**config.mk**
```make
export PLATFORM = sky130hd
export DESIGN_NAME = dssb_top
export DESIGN_NICKNAME = d
export VERILOG_FILES = /design/src/hw/dssb_carrier.v /design/src/hw/dssb_monitor.v /design/src/hw/dssb_top.v
export VERILOG_INCLUDE_DIRS = /design/src /design/src/common
export SDC_FILE = /design/constraint.sdc
export NUM_CORES = 2
export LEC_CHECK = 0
export BUFFER_PORTS_ARGS = -buffer_cell sky130_fd_sc_hd__buf_2
export CAP_MARGIN = 20
export CORE_ASPECT_RATIO = 0.7
export CORE_MARGIN = 3
export CORE_UTILIZATION = 60
export CTS_BUF_LIST = sky130_fd_sc_hd__clkbuf_8 sky130_fd_sc_hd__clkbuf_16
export DETAILED_ROUTE_END_ITERATION = 16
export PLACE_DENSITY_LB_ADDON = 0.2
export SYNTH_ARGS = -nofsm -noshare
export SYNTH_HDL_FRONTEND = slang
export SYNTH_SLANG_ARGS = --single-unit
export TNS_END_PERCENT = 10
```
**constraint.sdc**
```tcl
create_clock -name clk_sys_i -period 17.5 [get_ports clk_sys_i]
set_clock_uncertainty 0.1 [all_clocks]
set_input_delay 1.75 -clock clk_sys_i [delete_from_list [all_inputs] [get_ports clk_sys_i]]
set_output_delay 1.75 -clock clk_sys_i [all_outputs]
set_load 0.01 [all_outputs]
```
**src/common/dssb_map.vh**
```
`ifndef DSSB_MAP_VH
`define DSSB_MAP_VH

// --------------------------------
// register offsets (byte addresses)
// --------------------------------
`define DSSB_REG_REF_FREQ     8'h00
`define DSSB_REG_START_FREQ   8'h04
`define DSSB_REG_START_HOLD   8'h08
`define DSSB_REG_STOP_FREQ    8'h0C
`define DSSB_REG_STOP_HOLD    8'h10
`define DSSB_REG_BRK_FREQ     8'h14
`define DSSB_REG_BRK_LEVEL    8'h18
`define DSSB_REG_BRK_TIME     8'h1C
`define DSSB_REG_BRK_RESP     8'h20
`define DSSB_REG_CARRIER      8'h24
`define DSSB_REG_TONE         8'h28
`define DSSB_REG_CAR_RED      8'h2C
`define DSSB_REG_MON_FORM     8'h30
`define DSSB_REG_MON_GAIN     8'h34
`define DSSB_REG_MON_ITEM     8'h38
`define DSSB_REG_MON_RATE     8'h3C
`define DSSB_REG_RAMP_STEP    8'h40
`define DSSB_REG_STATUS       8'h44
`define DSSB_REG_OUT_FREQ     8'h48

// --------------------------------
// reset values
// --------------------------------
`define DSSB_RST_START_FREQ   16'h0032
`define DSSB_RST_STOP_FREQ    16'h0032
`define DSSB_RST_BRK_FREQ     16'h0000
`define DSSB_RST_CARRIER      6'h08
`define DSSB_RST_MON_GAIN     9'h064
`define DSSB_RST_MON_RATE     13'h05DC
`define DSSB_RST_RAMP_STEP    16'h0001

// --------------------------------
// encodings and limits
// --------------------------------
`define DSSB_FORM_VOLTAGE     2'h0
`define DSSB_FORM_PULSE       2'h2
`define DSSB_BRK_LEVEL_MAX    7'h64
`define DSSB_CAR_MIN          6'h03
`define DSSB_CAR_MAX          6'h3C
`define DSSB_CAR_TONE_MAX     6'h1C
`define DSSB_CAR_MODULUS      17'h09C40
`define DSSB_MON_GAIN_MAX     9'h12C
`define DSSB_MON_RATE_MAX     13'h1770
`define DSSB_PWM_TOP          19'h63F9B
`define DSSB_PULSE_MODULUS    36'h988CF6980
`define DSSB_MON_FULL         12'hFFF

// --------------------------------
// timing
// --------------------------------
`define DSSB_CLK_NS           50
`define DSSB_TICK_NS          1000000
`define DSSB_TICK_CYCLES      (`DSSB_TICK_NS / `DSSB_CLK_NS)

`endif

```
**src/hw/dssb_carrier.v**
```verilog
`timescale 1ns/1ps
`include "dssb_map.vh"

module dssb_carrier (
    input  wire       clk_sys_i,
    input  wire       reset_i,
    input  wire [5:0] carrier_sel_i,
    input  wire       hot_i,
    input  wire       reduce_off_i,
    input  wire [3:0] tone_i,
    output reg        carrier_o,
    output reg  [5:0] carrier_eff_o,
    output reg  [3:0] tone_o
);

    reg  [5:0]  sel_c;
    reg  [5:0]  eff_c;
    reg  [16:0] acc_q;
    wire [16:0] acc_sum = acc_q + {11'h000, carrier_eff_o};

    // --------------------------------
    // selection clamp, thermal reduction, tone gate
    // --------------------------------
    always @* begin
        sel_c = carrier_sel_i;
        if (sel_c < `DSSB_CAR_MIN) begin
            sel_c = `DSSB_CAR_MIN;
        end
        if (sel_c > `DSSB_CAR_MAX) begin
            sel_c = `DSSB_CAR_MAX;
        end
        eff_c = sel_c;
        if (hot_i && !reduce_off_i) begin
            eff_c = {1'b0, sel_c[5:1]};
            if (eff_c < `DSSB_CAR_MIN) begin
                eff_c = `DSSB_CAR_MIN;
            end
        end
    end

    // --------------------------------
    // modulo accumulator: toggle rate = eff * 250 Hz * 2
    // --------------------------------
    always @(posedge clk_sys_i) begin
        if (reset_i) begin
            acc_q         <= 17'h00000;
            carrier_o     <= 1'b0;
            carrier_eff_o <= `DSSB_RST_CARRIER;
            tone_o        <= 4'h0;
        end else begin
            carrier_eff_o <= eff_c;
            tone_o        <= (eff_c <= `DSSB_CAR_TONE_MAX) ? tone_i : 4'h0;
            if (acc_sum >= `DSSB_CAR_MODULUS) begin
                acc_q     <= acc_sum - `DSSB_CAR_MODULUS;
                carrier_o <= ~carrier_o;
            end else begin
                acc_q     <= acc_sum;
            end
        end
    end

endmodule

```
**src/hw/dssb_monitor.v**
```verilog
`timescale 1ns/1ps
`include "dssb_map.vh"

module dssb_monitor (
    input  wire        clk_sys_i,
    input  wire        reset_i,
    input  wire [11:0] value_i,
    input  wire [1:0]  form_i,
    input  wire [8:0]  gain_i,
    input  wire [12:0] rate_i,
    output reg         mon_pwm_o,
    output reg         mon_pulse_o
);

    reg  [18:0] pwm_cnt_q;
    reg  [35:0] pls_acc_q;
    wire [8:0]  gain_c  = (gain_i > `DSSB_MON_GAIN_MAX) ? `DSSB_MON_GAIN_MAX : gain_i;
    wire [12:0] rate_c  = (rate_i > `DSSB_MON_RATE_MAX) ? `DSSB_MON_RATE_MAX : rate_i;
    wire [20:0] duty_c  = value_i * gain_c;
    wire [24:0] step_c  = value_i * rate_c;
    wire [35:0] pls_sum = pls_acc_q + {11'h000, step_c};

    // --------------------------------
    // voltage form: pwm duty = value * gain / (full * 100)
    // pulse form: toggle at value/full * rate * 2, 50 % duty
    // --------------------------------
    always @(posedge clk_sys_i) begin
        if (reset_i) begin
            pwm_cnt_q   <= 19'h00000;
            pls_acc_q   <= 36'h000000000;
            mon_pwm_o   <= 1'b0;
            mon_pulse_o <= 1'b0;
        end else begin
            pwm_cnt_q <= (pwm_cnt_q == `DSSB_PWM_TOP) ? 19'h00000 : pwm_cnt_q + 19'h00001;
            mon_pwm_o <= (form_i == `DSSB_FORM_VOLTAGE) &&
                         ({2'b00, pwm_cnt_q} < duty_c);
            if (form_i != `DSSB_FORM_PULSE) begin
                pls_acc_q   <= 36'h000000000;
                mon_pulse_o <= 1'b0;
            end else if (pls_sum >= `DSSB_PULSE_MODULUS) begin
                pls_acc_q   <= pls_sum - `DSSB_PULSE_MODULUS;
                mon_pulse_o <= ~mon_pulse_o;
            end else begin
                pls_acc_q   <= pls_sum;
            end
        end
    end

endmodule

```
**src/hw/dssb_top.v**
```verilog
// The strobed register port and the placing of the registers were left to the implementer.
`timescale 1ns/1ps
`include "dssb_map.vh"

// Notes on behaviour
// - brake at braking start freq while stopping
// - stop on run low or reference below stop
// - zero braking time disables timed braking
// - brake level is percent of rated current
// - response select: slow or quick current rise
// - brake input held keeps braking active
// - brake input while stopped also brakes
// - output begins at starting frequency
// - output ceases at stop frequency
// - hold starting frequency for start hold
// - hold stop frequency for stop hold
// - start below stop: wait reference above stop
// - carrier selectable 0.75 to 15 kHz
// - hot drive lowers carrier unless disabled
// - tone effective only at carrier <= 7 kHz
// - monitor form: 0 voltage, 2 pulse train
// - pulse form near 50 percent duty
// - voltage gain 0 to 300 percent
// - pulse rate means count at 100 percent
module dssb_top #(
    parameter TICK_CYCLES = `DSSB_TICK_CYCLES
) (
    input  wire        clk_sys_i,
    input  wire        reset_i,
    input  wire [7:0]  reg_addr_i,
    input  wire [31:0] reg_wdata_i,
    input  wire        reg_wr_i,
    input  wire        reg_rd_i,
    output reg  [31:0] reg_rdata_o,
    input  wire        run_cmd_i,
    input  wire        brake_enable_input_i,
    input  wire        drive_hot_i,
    output reg  [15:0] out_freq_o,
    output reg         out_drive_o,
    output reg         dc_brake_o,
    output reg  [6:0]  brake_current_o,
    output reg         carrier_o,
    output reg  [3:0]  tone_o,
    output reg         mon_pwm_o,
    output reg         mon_pulse_o
);

    // --------------------------------
    // states
    // --------------------------------
    localparam [2:0] ST_IDLE  = 3'h0;
    localparam [2:0] ST_START = 3'h1;
    localparam [2:0] ST_RUN   = 3'h2;
    localparam [2:0] ST_STOP  = 3'h3;
    localparam [2:0] ST_BRAKE = 3'h4;

    // --------------------------------
    // configuration registers
    // --------------------------------
    reg [15:0] ref_freq_q;
    reg [15:0] start_freq_q;
    reg [15:0] start_hold_time_q;
    reg [15:0] stop_freq_q;
    reg [15:0] stop_hold_time_q;
    reg [15:0] braking_start_freq_q;
    reg [6:0]  braking_current_level_q;
    reg [15:0] braking_duration_q;
    reg        braking_response_select_q;
    reg [5:0]  carrier_freq_select_q;
    reg [3:0]  motor_tone_level_q;
    reg        carrier_reduction_control_q;
    reg [1:0]  monitor_output_form_q;
    reg [8:0]  monitor_voltage_gain_q;
    reg [1:0]  monitor_item_select_q;
    reg [12:0] monitor_pulse_rate_q;
    reg [15:0] ramp_step_q;

    // --------------------------------
    // pin synchronisers
    // --------------------------------
    reg [1:0] run_sync_q;
    reg [1:0] brk_sync_q;
    reg [1:0] hot_sync_q;
    wire      run_s = run_sync_q[1];
    wire      brk_s = brk_sync_q[1];

    always @(posedge clk_sys_i) begin
        if (reset_i) begin
            run_sync_q <= 2'b00;
            brk_sync_q <= 2'b00;
            hot_sync_q <= 2'b00;
        end else begin
            run_sync_q <= {run_sync_q[0], run_cmd_i};
            brk_sync_q <= {brk_sync_q[0], brake_enable_input_i};
            hot_sync_q <= {hot_sync_q[0], drive_hot_i};
        end
    end

    // --------------------------------
    // time base
    // --------------------------------
    reg  [31:0] tick_cnt_q;
    reg         tick_q;

    always @(posedge clk_sys_i) begin
        if (reset_i) begin
            tick_cnt_q <= 32'h00000000;
            tick_q     <= 1'b0;
        end else if (tick_cnt_q == TICK_CYCLES - 1) begin
            tick_cnt_q <= 32'h00000000;
            tick_q     <= 1'b1;
        end else begin
            tick_cnt_q <= tick_cnt_q + 32'h00000001;
            tick_q     <= 1'b0;
        end
    end

    // --------------------------------
    // sequencer
    // --------------------------------
    reg  [2:0]  state_q;
    reg  [15:0] freq_q;
    reg  [15:0] timer_q;
    reg  [6:0]  cur_q;
    wire        stopping   = !run_s || (ref_freq_q < stop_freq_q);
    wire        brk_timed  = (braking_duration_q != 16'h0000);
    wire        start_ok   = run_s && (ref_freq_q > stop_freq_q ||
                             (ref_freq_q == stop_freq_q && start_freq_q >= stop_freq_q));
    wire [6:0]  lvl_c      = (braking_current_level_q > `DSSB_BRK_LEVEL_MAX) ?
                             `DSSB_BRK_LEVEL_MAX : braking_current_level_q;
    wire [16:0] freq_up    = {1'b0, freq_q} + {1'b0, ramp_step_q};
    wire        timer_done = (timer_q == 16'h0000);

    always @(posedge clk_sys_i) begin
        if (reset_i) begin
            state_q <= ST_IDLE;
            freq_q  <= 16'h0000;
            timer_q <= 16'h0000;
            cur_q   <= 7'h00;
        end else begin
            if (tick_q && !timer_done) begin
                timer_q <= timer_q - 16'h0001;
            end
            case (state_q)
            ST_IDLE: begin
                freq_q <= 16'h0000;
                cur_q  <= 7'h00;
                if (brk_s) begin
                    state_q <= ST_BRAKE;
                    timer_q <= 16'h0000;
                end else if (start_ok) begin
                    state_q <= ST_START;
                    freq_q  <= start_freq_q;
                    timer_q <= start_hold_time_q;
                end
            end
            ST_START: begin
                if (stopping) begin
                    state_q <= ST_RUN;
                end else if (timer_done) begin
                    state_q <= ST_RUN;
                end
            end
            ST_RUN: begin
                if (freq_q <= stop_freq_q && stopping) begin
                    state_q <= ST_STOP;
                    freq_q  <= stop_freq_q;
                    timer_q <= stop_hold_time_q;
                end else if (stopping && brk_timed && freq_q <= braking_start_freq_q) begin
                    state_q <= ST_BRAKE;
                    freq_q  <= 16'h0000;
                    timer_q <= braking_duration_q;
                end else if (tick_q) begin
                    if (stopping) begin
                        freq_q <= (freq_q > ramp_step_q) ? freq_q - ramp_step_q : 16'h0000;
                    end else if (freq_q < ref_freq_q) begin
                        freq_q <= (freq_up[15:0] > ref_freq_q || freq_up[16]) ? ref_freq_q : freq_up[15:0];
                    end else if (freq_q > ref_freq_q) begin
                        freq_q <= (freq_q - ramp_step_q < ref_freq_q || freq_q < ramp_step_q) ?
                                  ref_freq_q : freq_q - ramp_step_q;
                    end
                end
            end
            ST_STOP: begin
                if (timer_done) begin
                    freq_q <= 16'h0000;
                    if (brk_s || (brk_timed && stop_freq_q <= braking_start_freq_q)) begin
                        state_q <= ST_BRAKE;
                        timer_q <= braking_duration_q;
                    end else begin
                        state_q <= ST_IDLE;
                    end
                end
            end
            ST_BRAKE: begin
                freq_q <= 16'h0000;
                if (braking_response_select_q) begin
                    cur_q <= lvl_c;
                end else if (tick_q && cur_q < lvl_c) begin
                    cur_q <= cur_q + 7'h01;
                end else if (cur_q > lvl_c) begin
                    cur_q <= lvl_c;
                end
                if (timer_done && !brk_s) begin
                    state_q <= ST_IDLE;
                    cur_q   <= 7'h00;
                end
            end
            default: begin
                state_q <= ST_IDLE;
            end
            endcase
        end
    end

    // --------------------------------
    // output stage
    // --------------------------------
    wire       car_w;
    wire [5:0] car_eff_w;
    wire [3:0] tone_w;
    wire       pwm_w;
    wire       pulse_w;
    reg [11:0] mon_val_c;

    always @* begin
        case (monitor_item_select_q)
        2'h0:    mon_val_c = freq_q[15:4];
        2'h1:    mon_val_c = {cur_q, 5'h00};
        default: mon_val_c = `DSSB_MON_FULL;
        endcase
    end

    dssb_carrier u_carrier (
        .clk_sys_i     (clk_sys_i),
        .reset_i       (reset_i),
        .carrier_sel_i (carrier_freq_select_q),
        .hot_i         (hot_sync_q[1]),
        .reduce_off_i  (carrier_reduction_control_q),
        .tone_i        (motor_tone_level_q),
        .carrier_o     (car_w),
        .carrier_eff_o (car_eff_w),
        .tone_o        (tone_w)
    );

    dssb_monitor u_monitor (
        .clk_sys_i   (clk_sys_i),
        .reset_i     (reset_i),
        .value_i     (mon_val_c),
        .form_i      (monitor_output_form_q),
        .gain_i      (monitor_voltage_gain_q),
        .rate_i      (monitor_pulse_rate_q),
        .mon_pwm_o   (pwm_w),
        .mon_pulse_o (pulse_w)
    );

    always @(posedge clk_sys_i) begin
        if (reset_i) begin
            out_freq_o      <= 16'h0000;
            out_drive_o     <= 1'b0;
            dc_brake_o      <= 1'b0;
            brake_current_o <= 7'h00;
            carrier_o       <= 1'b0;
            tone_o          <= 4'h0;
            mon_pwm_o       <= 1'b0;
            mon_pulse_o     <= 1'b0;
        end else begin
            out_freq_o      <= freq_q;
            out_drive_o     <= (state_q == ST_START) || (state_q == ST_RUN) || (state_q == ST_STOP);
            dc_brake_o      <= (state_q == ST_BRAKE);
            brake_current_o <= cur_q;
            carrier_o       <= car_w;
            tone_o          <= tone_w;
            mon_pwm_o       <= pwm_w;
            mon_pulse_o     <= pulse_w;
        end
    end

    // --------------------------------
    // register bus
    // --------------------------------
    always @(posedge clk_sys_i) begin
        if (reset_i) begin
            ref_freq_q                  <= 16'h0000;
            start_freq_q                <= `DSSB_RST_START_FREQ;
            start_hold_time_q           <= 16'h0000;
            stop_freq_q                 <= `DSSB_RST_STOP_FREQ;
            stop_hold_time_q            <= 16'h0000;
            braking_start_freq_q        <= `DSSB_RST_BRK_FREQ;
            braking_current_level_q     <= 7'h00;
            braking_duration_q          <= 16'h0000;
            braking_response_select_q   <= 1'b0;
            carrier_freq_select_q       <= `DSSB_RST_CARRIER;
            motor_tone_level_q          <= 4'h0;
            carrier_reduction_control_q <= 1'b0;
            monitor_output_form_q       <= `DSSB_FORM_VOLTAGE;
            monitor_voltage_gain_q      <= `DSSB_RST_MON_GAIN;
            monitor_item_select_q       <= 2'h0;
            monitor_pulse_rate_q        <= `DSSB_RST_MON_RATE;
            ramp_step_q                 <= `DSSB_RST_RAMP_STEP;
        end else if (reg_wr_i) begin
            case (reg_addr_i)
            `DSSB_REG_REF_FREQ:   ref_freq_q                  <= reg_wdata_i[15:0];
            `DSSB_REG_START_FREQ: start_freq_q                <= reg_wdata_i[15:0];
            `DSSB_REG_START_HOLD: start_hold_time_q           <= reg_wdata_i[15:0];
            `DSSB_REG_STOP_FREQ:  stop_freq_q                 <= reg_wdata_i[15:0];
            `DSSB_REG_STOP_HOLD:  stop_hold_time_q            <= reg_wdata_i[15:0];
            `DSSB_REG_BRK_FREQ:   braking_start_freq_q        <= reg_wdata_i[15:0];
            `DSSB_REG_BRK_LEVEL:  braking_current_level_q     <= reg_wdata_i[6:0];
            `DSSB_REG_BRK_TIME:   braking_duration_q          <= reg_wdata_i[15:0];
            `DSSB_REG_BRK_RESP:   braking_response_select_q   <= reg_wdata_i[0];
            `DSSB_REG_CARRIER:    carrier_freq_select_q       <= reg_wdata_i[5:0];
            `DSSB_REG_TONE:       motor_tone_level_q          <= reg_wdata_i[3:0];
            `DSSB_REG_CAR_RED:    carrier_reduction_control_q <= reg_wdata_i[0];
            `DSSB_REG_MON_FORM:   monitor_output_form_q       <= reg_wdata_i[1:0];
            `DSSB_REG_MON_GAIN:   monitor_voltage_gain_q      <= reg_wdata_i[8:0];
            `DSSB_REG_MON_ITEM:   monitor_item_select_q       <= reg_wdata_i[1:0];
            `DSSB_REG_MON_RATE:   monitor_pulse_rate_q        <= reg_wdata_i[12:0];
            `DSSB_REG_RAMP_STEP:  ramp_step_q                 <= reg_wdata_i[15:0];
            default: begin
            end
            endcase
        end
    end

    // read data stands only in the cycle after the strobe
    always @(posedge clk_sys_i) begin
        if (reset_i || !reg_rd_i) begin
            reg_rdata_o <= 32'h00000000;
        end else begin
            case (reg_addr_i)
            `DSSB_REG_REF_FREQ:   reg_rdata_o <= {16'h0000, ref_freq_q};
            `DSSB_REG_START_FREQ: reg_rdata_o <= {16'h0000, start_freq_q};
            `DSSB_REG_START_HOLD: reg_rdata_o <= {16'h0000, start_hold_time_q};
            `DSSB_REG_STOP_FREQ:  reg_rdata_o <= {16'h0000, stop_freq_q};
            `DSSB_REG_STOP_HOLD:  reg_rdata_o <= {16'h0000, stop_hold_time_q};
            `DSSB_REG_BRK_FREQ:   reg_rdata_o <= {16'h0000, braking_start_freq_q};
            `DSSB_REG_BRK_LEVEL:  reg_rdata_o <= {25'h0000000, braking_current_level_q};
            `DSSB_REG_BRK_TIME:   reg_rdata_o <= {16'h0000, braking_duration_q};
            `DSSB_REG_BRK_RESP:   reg_rdata_o <= {31'h00000000, braking_response_select_q};
            `DSSB_REG_CARRIER:    reg_rdata_o <= {26'h0000000, carrier_freq_select_q};
            `DSSB_REG_TONE:       reg_rdata_o <= {28'h0000000, motor_tone_level_q};
            `DSSB_REG_CAR_RED:    reg_rdata_o <= {31'h00000000, carrier_reduction_control_q};
            `DSSB_REG_MON_FORM:   reg_rdata_o <= {30'h00000000, monitor_output_form_q};
            `DSSB_REG_MON_GAIN:   reg_rdata_o <= {23'h000000, monitor_voltage_gain_q};
            `DSSB_REG_MON_ITEM:   reg_rdata_o <= {30'h00000000, monitor_item_select_q};
            `DSSB_REG_MON_RATE:   reg_rdata_o <= {19'h00000, monitor_pulse_rate_q};
            `DSSB_REG_RAMP_STEP:  reg_rdata_o <= {16'h0000, ramp_step_q};
            `DSSB_REG_STATUS:     reg_rdata_o <= {9'h000, car_eff_w, cur_q, 4'h0,
                                                  hot_sync_q[1], brk_s, run_s, state_q};
            `DSSB_REG_OUT_FREQ:   reg_rdata_o <= {16'h0000, freq_q};
            default:              reg_rdata_o <= 32'h00000000;
            endcase
        end
    end

endmodule

```
Yosys cells after proc, flatten, opt, wreduce, memory -nomap -nowiden
Cells that the tools add are included.
- $add $sub $neg: 10
- multiply operators: 2
- $lt $le $gt $ge: 24
- eq/ne operators: 35
- mux-type cells: 48
- bitwise logic cells: 3
- reductions and logical operators: 56
- operators with widths (kind ; number):
    one-hot mux 23 bit (19 select lines) ; 1
    two-way mux 16 bit ; 19
    equality test 8 x 6 -> 1 bit, second input constant ; 8
    > comparator 16 bit ; 4
    less-than comparator 16 bit ; 4
    one-hot mux 16 bit (4 select lines) ; 1
    less-or-equal comparator 16 bit ; 3
    one-hot mux 16 bit (3 select lines) ; 1
    adder 36 x 25 -> 36 bit ; 1
    >= comparator 36 bit, second input constant ; 1
    two-way mux 36 bit ; 1
    AND reduction 2 bit ; 18
    subtractor 36 bit, second input constant ; 1
    two-way mux 7 bit ; 5
    adder 32 x 1 -> 32 bit, second input constant ; 1
    equality test 32 x 15 -> 1 bit, second input constant ; 1
    equality test 8 x 5 -> 1 bit, second input constant ; 4
    two-way mux 3 bit ; 9
    multiplier 12 x 13 -> 25 bit ; 1
    equality test 8 x 7 -> 1 bit, second input constant ; 3
    one-hot mux 12 bit (2 select lines) ; 1
    less-than comparator 19 x 21 -> 1 bit ; 1
    multiplier 12 x 9 -> 21 bit ; 1
    adder 19 x 1 -> 19 bit, second input constant ; 1
    other kinds (52) ; 87
- register bits: 403
- input port bits: 47
- word-level logic and storage cells: 221

Longest topological paths before layout
- word-level depth: 11
- depth in mapped cells: 33
- mapped depth without buffers: 31

Hierarchy
From an unflattened synthesis, not the netlist that was laid out.
- cell total of the unflattened synthesis: 4055
- area total of the unflattened synthesis: 33149.3 um2
- by module, submodules not included (module ; instances ; cells an instance ; area an instance (um2) ; sequential area each (um2)):
    dssb_top ; 1 ; 2257 ; 18099.9 ; 6185.9
    dssb_monitor ; 1 ; 1563 ; 13075.0 ; 1141.1
    dssb_carrier ; 1 ; 235 ; 1974.4 ; 560.5

Worst setup path before layout
Ideal clock, no wire load.
- path kind: register to register
- start: register monitor_pulse_rate_q[0]
- end: register u_monitor.pls_acc_q[28]
- library setup time: 121 ps
- data arrival time: 7438 ps
- path slack: 9841 ps
- cell stages (with the launch flop): 26
- period minus slack after synthesis: 7659 ps
- path through: dfxtp_1 -> or4_1 -> a41oi_1 -> nor2_1 -> o21ai_1 -> clkbuf_1 -> nand2_1 -> nor2_1 -> fa_1 -> fa_1 -> fa_1 -> fa_1 -> fa_1 -> ha_1 -> buf_2 -> a21o_1 -> a221oi_2 -> o31ai_2 -> and2_1 -> or2_1 -> xor2_1 -> or4_1 -> o21ai_0 -> a21oi_1 -> nor3_1 -> mux2_2
- cells in the longest elaborated chain, start to end: 6
- elaborated cells on any way between the ends: 7
- RTL lines (element ; RTL line ; text):
    start: declaration ; dssb_top.v:75 ; reg [12:0] monitor_pulse_rate_q;
    start signal: assignment ; dssb_top.v:299 ; monitor_pulse_rate_q <= `DSSB_RST_MON_RATE;
    start signal: assignment ; dssb_top.v:318 ; `DSSB_REG_MON_RATE: monitor_pulse_rate_q <= reg_wdata_i[12:0];
    > comparator 13 bit (no source line) ; -- ;
    two-way mux 13 bit * ; dssb_monitor.v:18 ; wire [12:0] rate_c = (rate_i > `DSSB_MON_RATE_MAX) ? `DSSB_MON_RATE_MAX : rate_i;
    multiplier 12 x 13 -> 25 bit * ; dssb_monitor.v:20 ; wire [24:0] step_c = value_i * rate_c;
    adder 36 x 25 -> 36 bit * ; dssb_monitor.v:21 ; wire [35:0] pls_sum = pls_acc_q + {11'h000, step_c};
    subtractor 36 bit (no source line) or >= comparator 36 bit (tied branches) ; -- ;
    two-way mux 36 bit * ; dssb_monitor.v:40 ; end else if (pls_sum >= `DSSB_PULSE_MODULUS) begin
    end signal: assignment ; dssb_monitor.v:41 ; pls_acc_q <= pls_sum - `DSSB_PULSE_MODULUS;
    end signal: assignment ; dssb_monitor.v:44 ; pls_acc_q <= pls_sum;
    end: declaration ; dssb_monitor.v:16 ; reg [35:0] pls_acc_q;
Every way passes the cells marked *; elsewhere a longest branch is shown, timed or not.
A chain may end at the register's enable or synchronous reset.

Final worst setup path
- start: register monitor_pulse_rate_q[0]
- end: register u_monitor.pls_acc_q[22]
Same word-level chain as after synthesis.

==> results.yml <==
sta:
  period_share: 0.5432
  hold_viol: 0
  fmax_ghz: 0.1052
  tightest_slew_ns: 1.263
  finalCriticalPeriod_ns: 9.505
  max_slew_margin: 0.1578
  fin_tns_setup_ns: 0
  finalSetupViolCount: 0
  rsz0062_at_grt: "no"
  slew_viol_final: 0
power:
  p_comb_frac: 0.631
  ir_drop_mv: 0.1486
  powerDensity_nw_per_um2: 148.5
  p_int_uw: 2637
  power_uw: 5217
  power_frac_seq: 0.185
  clkPwrFrac: 0.184
  cellLeakagePower_uw: 0.01525
  switching_share: 0.4945
  power.switching_uw: 2580
clock_network:
  cts.repair.resized: 0
  clock_sinks: 394
  cts-root-buf: "clkbuf_16"
  clockBufferDepth: 3
  insertion_delay_ns: 0.61
  hold_buffers: 0
  cts-htree-levels: 2
  cts_tree: "done"
  postCtsSetupBuffers: 0
  cts_buffers: 42
  cts.clk_slew.worst_paths_ns: 0.06
worst_hold_path:
  min_to: "mon_pwm_o$_SDFF_PP0_"
  hp-class: "flop to flop"
  worstHoldStart: "u_monitor.mon_pwm_o$_SDFF_PP0_"
  holdPathStages: 1
layout:
  seq_area_um2: 7888
  fillers: 4608
  drive_above_1_share: 0.07022
  syn_to_final_growth_pct: 7.161
  mostFrequentLayoutCells: "nand2_1, dfxtp_1, inv_1, nor2_1, ha_1"
  fin_util: 0.6618
  nNetsFinal: 4602
  multi_input_area_um2: 22600
  final_cells: 4795
  mostFrequentLayoutCell: "nand2_1"
logic_synthesis:
  ys_seq_elements: 394
  synth_area_um2: 32780
  synthCells: 4071
  synth-edff-count: 0
  async_reset_ff_frac: 0
  ys_seq_area_frac: 0.2406
  ys.flop_type: "dfxtp_1"
  yosys_warnings: 0
  ys_types: 107
  postSynthAreaPerCell_um2: 8.051
worst_setup_path:
  crit_arrival_ns: 9.88
  criticalPathCategory: "flop to flop"
  r2r_slack_ns: 7.99
  rr_startpoint: "monitor_pulse_rate_q[0]$_SDFFE_PP0P_"
  start_kind: "flop"
  r2r.worst_path.cells: 28
  max_stage_delay_ns: 0.73
  critPathRequiredTime_ns: 17.87
  path_delay_family: "compound AO/OA/AOI/OAI gates"
  worst_setup_path_end_kind: "flop"
  timing.rr.end: "u_monitor.pls_acc_q[22]$_SDFF_PP0_"
  path_buf_inv: 5
  cp_max_fo: 20
  cp_common_cell: "fa_1"
  slowest_stage: "o211a_1"
floorplanning:
  die_area_um2: 57510
  die_width_um: 285.4
  std_cell_rows: 70
  start_util: 0.6175
  core_um2: 53080
  io_pins: 111
  die_h_um: 201.6
place:
  io_buffers: 85
  placed_cells_incl_taps: 4714
  dp_hpwl_mm: 76.81
  gp_congestion: 1.020
grt:
  grt_max_degree: 149
  antenna_found_initial: 5
  grt_pass1_wl_mm: 160.1
  grt_remaining_overflow: 0
  grt_usage: 0.3491
  grt_pass1_vias: 28240
routing:
  firstDrtPassIters: 12
  drtIter0Drc: 3954
  wl_mm: 101.4
  wl_per_cell_um: 21.14
  routed_via_density: 6.243
  vias: 29940
  antenna_left: 0
  drc: 0
run:
  drv_cap: 0
run_status:
  outcome: "completed"
==> power groups by stage <==
stage                     Clock (µW)  Sequential [µW]  Combinational, µW
after detailed placement           0              985               3170
after global placement             0              984               3110
after floorplan                    0              982               2350
after CTS                        964              965               3190
after global routing            1000              968               3650
final                            958              967               3290
==> worst max path at each step <==
stage / startpoint / end / slack [ns] / cells after the start
CTS: monitor_pulse_rate_q[0]$_SDFFE_PP0P_ / u_monitor.pls_acc_q[22]$_SDFF_PP0_ / 8.22 / 28
floorplan: monitor_pulse_rate_q[0]$_SDFFE_PP0P_ / u_monitor.pls_acc_q[28]$_SDFF_PP0_ / 9.84 / 25
global route: monitor_pulse_rate_q[0]$_SDFFE_PP0P_ / u_monitor.pls_acc_q[30]$_SDFF_PP0_ / 7.56 / 28
finish: monitor_pulse_rate_q[0]$_SDFFE_PP0P_ / u_monitor.pls_acc_q[22]$_SDFF_PP0_ / 7.99 / 28
global placement: monitor_pulse_rate_q[0]$_SDFFE_PP0P_ / u_monitor.pls_acc_q[14]$_SDFF_PP0_ / 8.39 / 28
detailed placement: monitor_pulse_rate_q[0]$_SDFFE_PP0P_ / u_monitor.pls_acc_q[22]$_SDFF_PP0_ / 8.28 / 28
==> logic make-up (layout without fill, tap and decap cells) <==
kind of cell             after synthesis  after routing  share of synthesized area
multiplexers                          12             12                   0.003741
buffers and inverters                599            593                    0.07142
adder cells (fa/ha/maj)              515            515                     0.2442
other                                  1             11                  0.0001144
XOR/XNOR                             155            155                    0.04211
flip-flops                           394            394                     0.2406
AND/OR/NAND/NOR                     1530           1530                     0.2147
AO/OA/AOI/OAI                        865            865                     0.1830
==> synthesized netlist by cell type, types with 75 or more instances <==
cell / count / area, µm²
a21oi_1: 307 / 1536
clkbuf_1: 177 / 664.4
dfxtp_1: 394 / 7888
fa_1: 208 / 4164
ha_1: 307 / 3841
inv_1: 380 / 1426
nand2_1: 626 / 2350
nand3_1: 105 / 525.5
nor2_1: 366 / 1374
o21ai_0: 95 / 475.5
xnor2_1: 77 / 674.4
xor2_1: 75 / 656.9
==> registers in the layout, summed over array words and instances (netlist names), 16 cells and up <==
| signal | count |
|---|---|
| freq_q | 16 |
| u_carrier.acc_q | 17 |
| u_monitor.pwm_cnt_q | 19 |
| start_freq_q | 16 |
| stop_hold_time_q | 16 |
| stop_freq_q | 16 |
| ref_freq_q | 16 |
| u_monitor.pls_acc_q | 36 |
| tick_cnt_q | 32 |
| start_hold_time_q | 16 |
| reg_rdata_o | 23 |
| braking_duration_q | 16 |
| braking_start_freq_q | 16 |
| timer_q | 16 |
| ramp_step_q | 16 |
| out_freq_o | 16 |
==> final cells by class <==
class | count | share of cell area
clock inverters | 28 | 0.008763
repair buffers | 134 | 0.02387
clock buffers | 49 | 0.03267
flip-flops and latches | 394 | 0.2246
well taps | 720 | 0.02565
inverters | 382 | 0.04082
diodes | 2 | 0.0001425
multi-input cells | 3086 | 0.6435
==> per-stage QoR <==
stage / instance area [µm²] / setup WS (ns) / hold slack [ns]
global placement: 33620 / 8.390 / 0.3202
floorplan: 32810 / 9.841 / 0.3138
CTS: 35080 / 8.215 / 0.3414
global route: 35120 / 7.556 / 0.3602
detailed placement: 33620 / 8.280 / 0.3235
finish: 35120 / 7.995 / 0.3371
==> metal layers <==
layer / up-vias / global-route usage / part of all wire
li1: 13880 / - / -
met1: 14010 / 0.5284 / 0.44
met5: - / 0 / 0.00056
met2: 1785 / 0.4526 / 0.37
met3: 251 / 0.1393 / 0.16
met4: 6 / 0.08857 / 0.027
No activity file was read; power rests on OpenSTA's default activity.
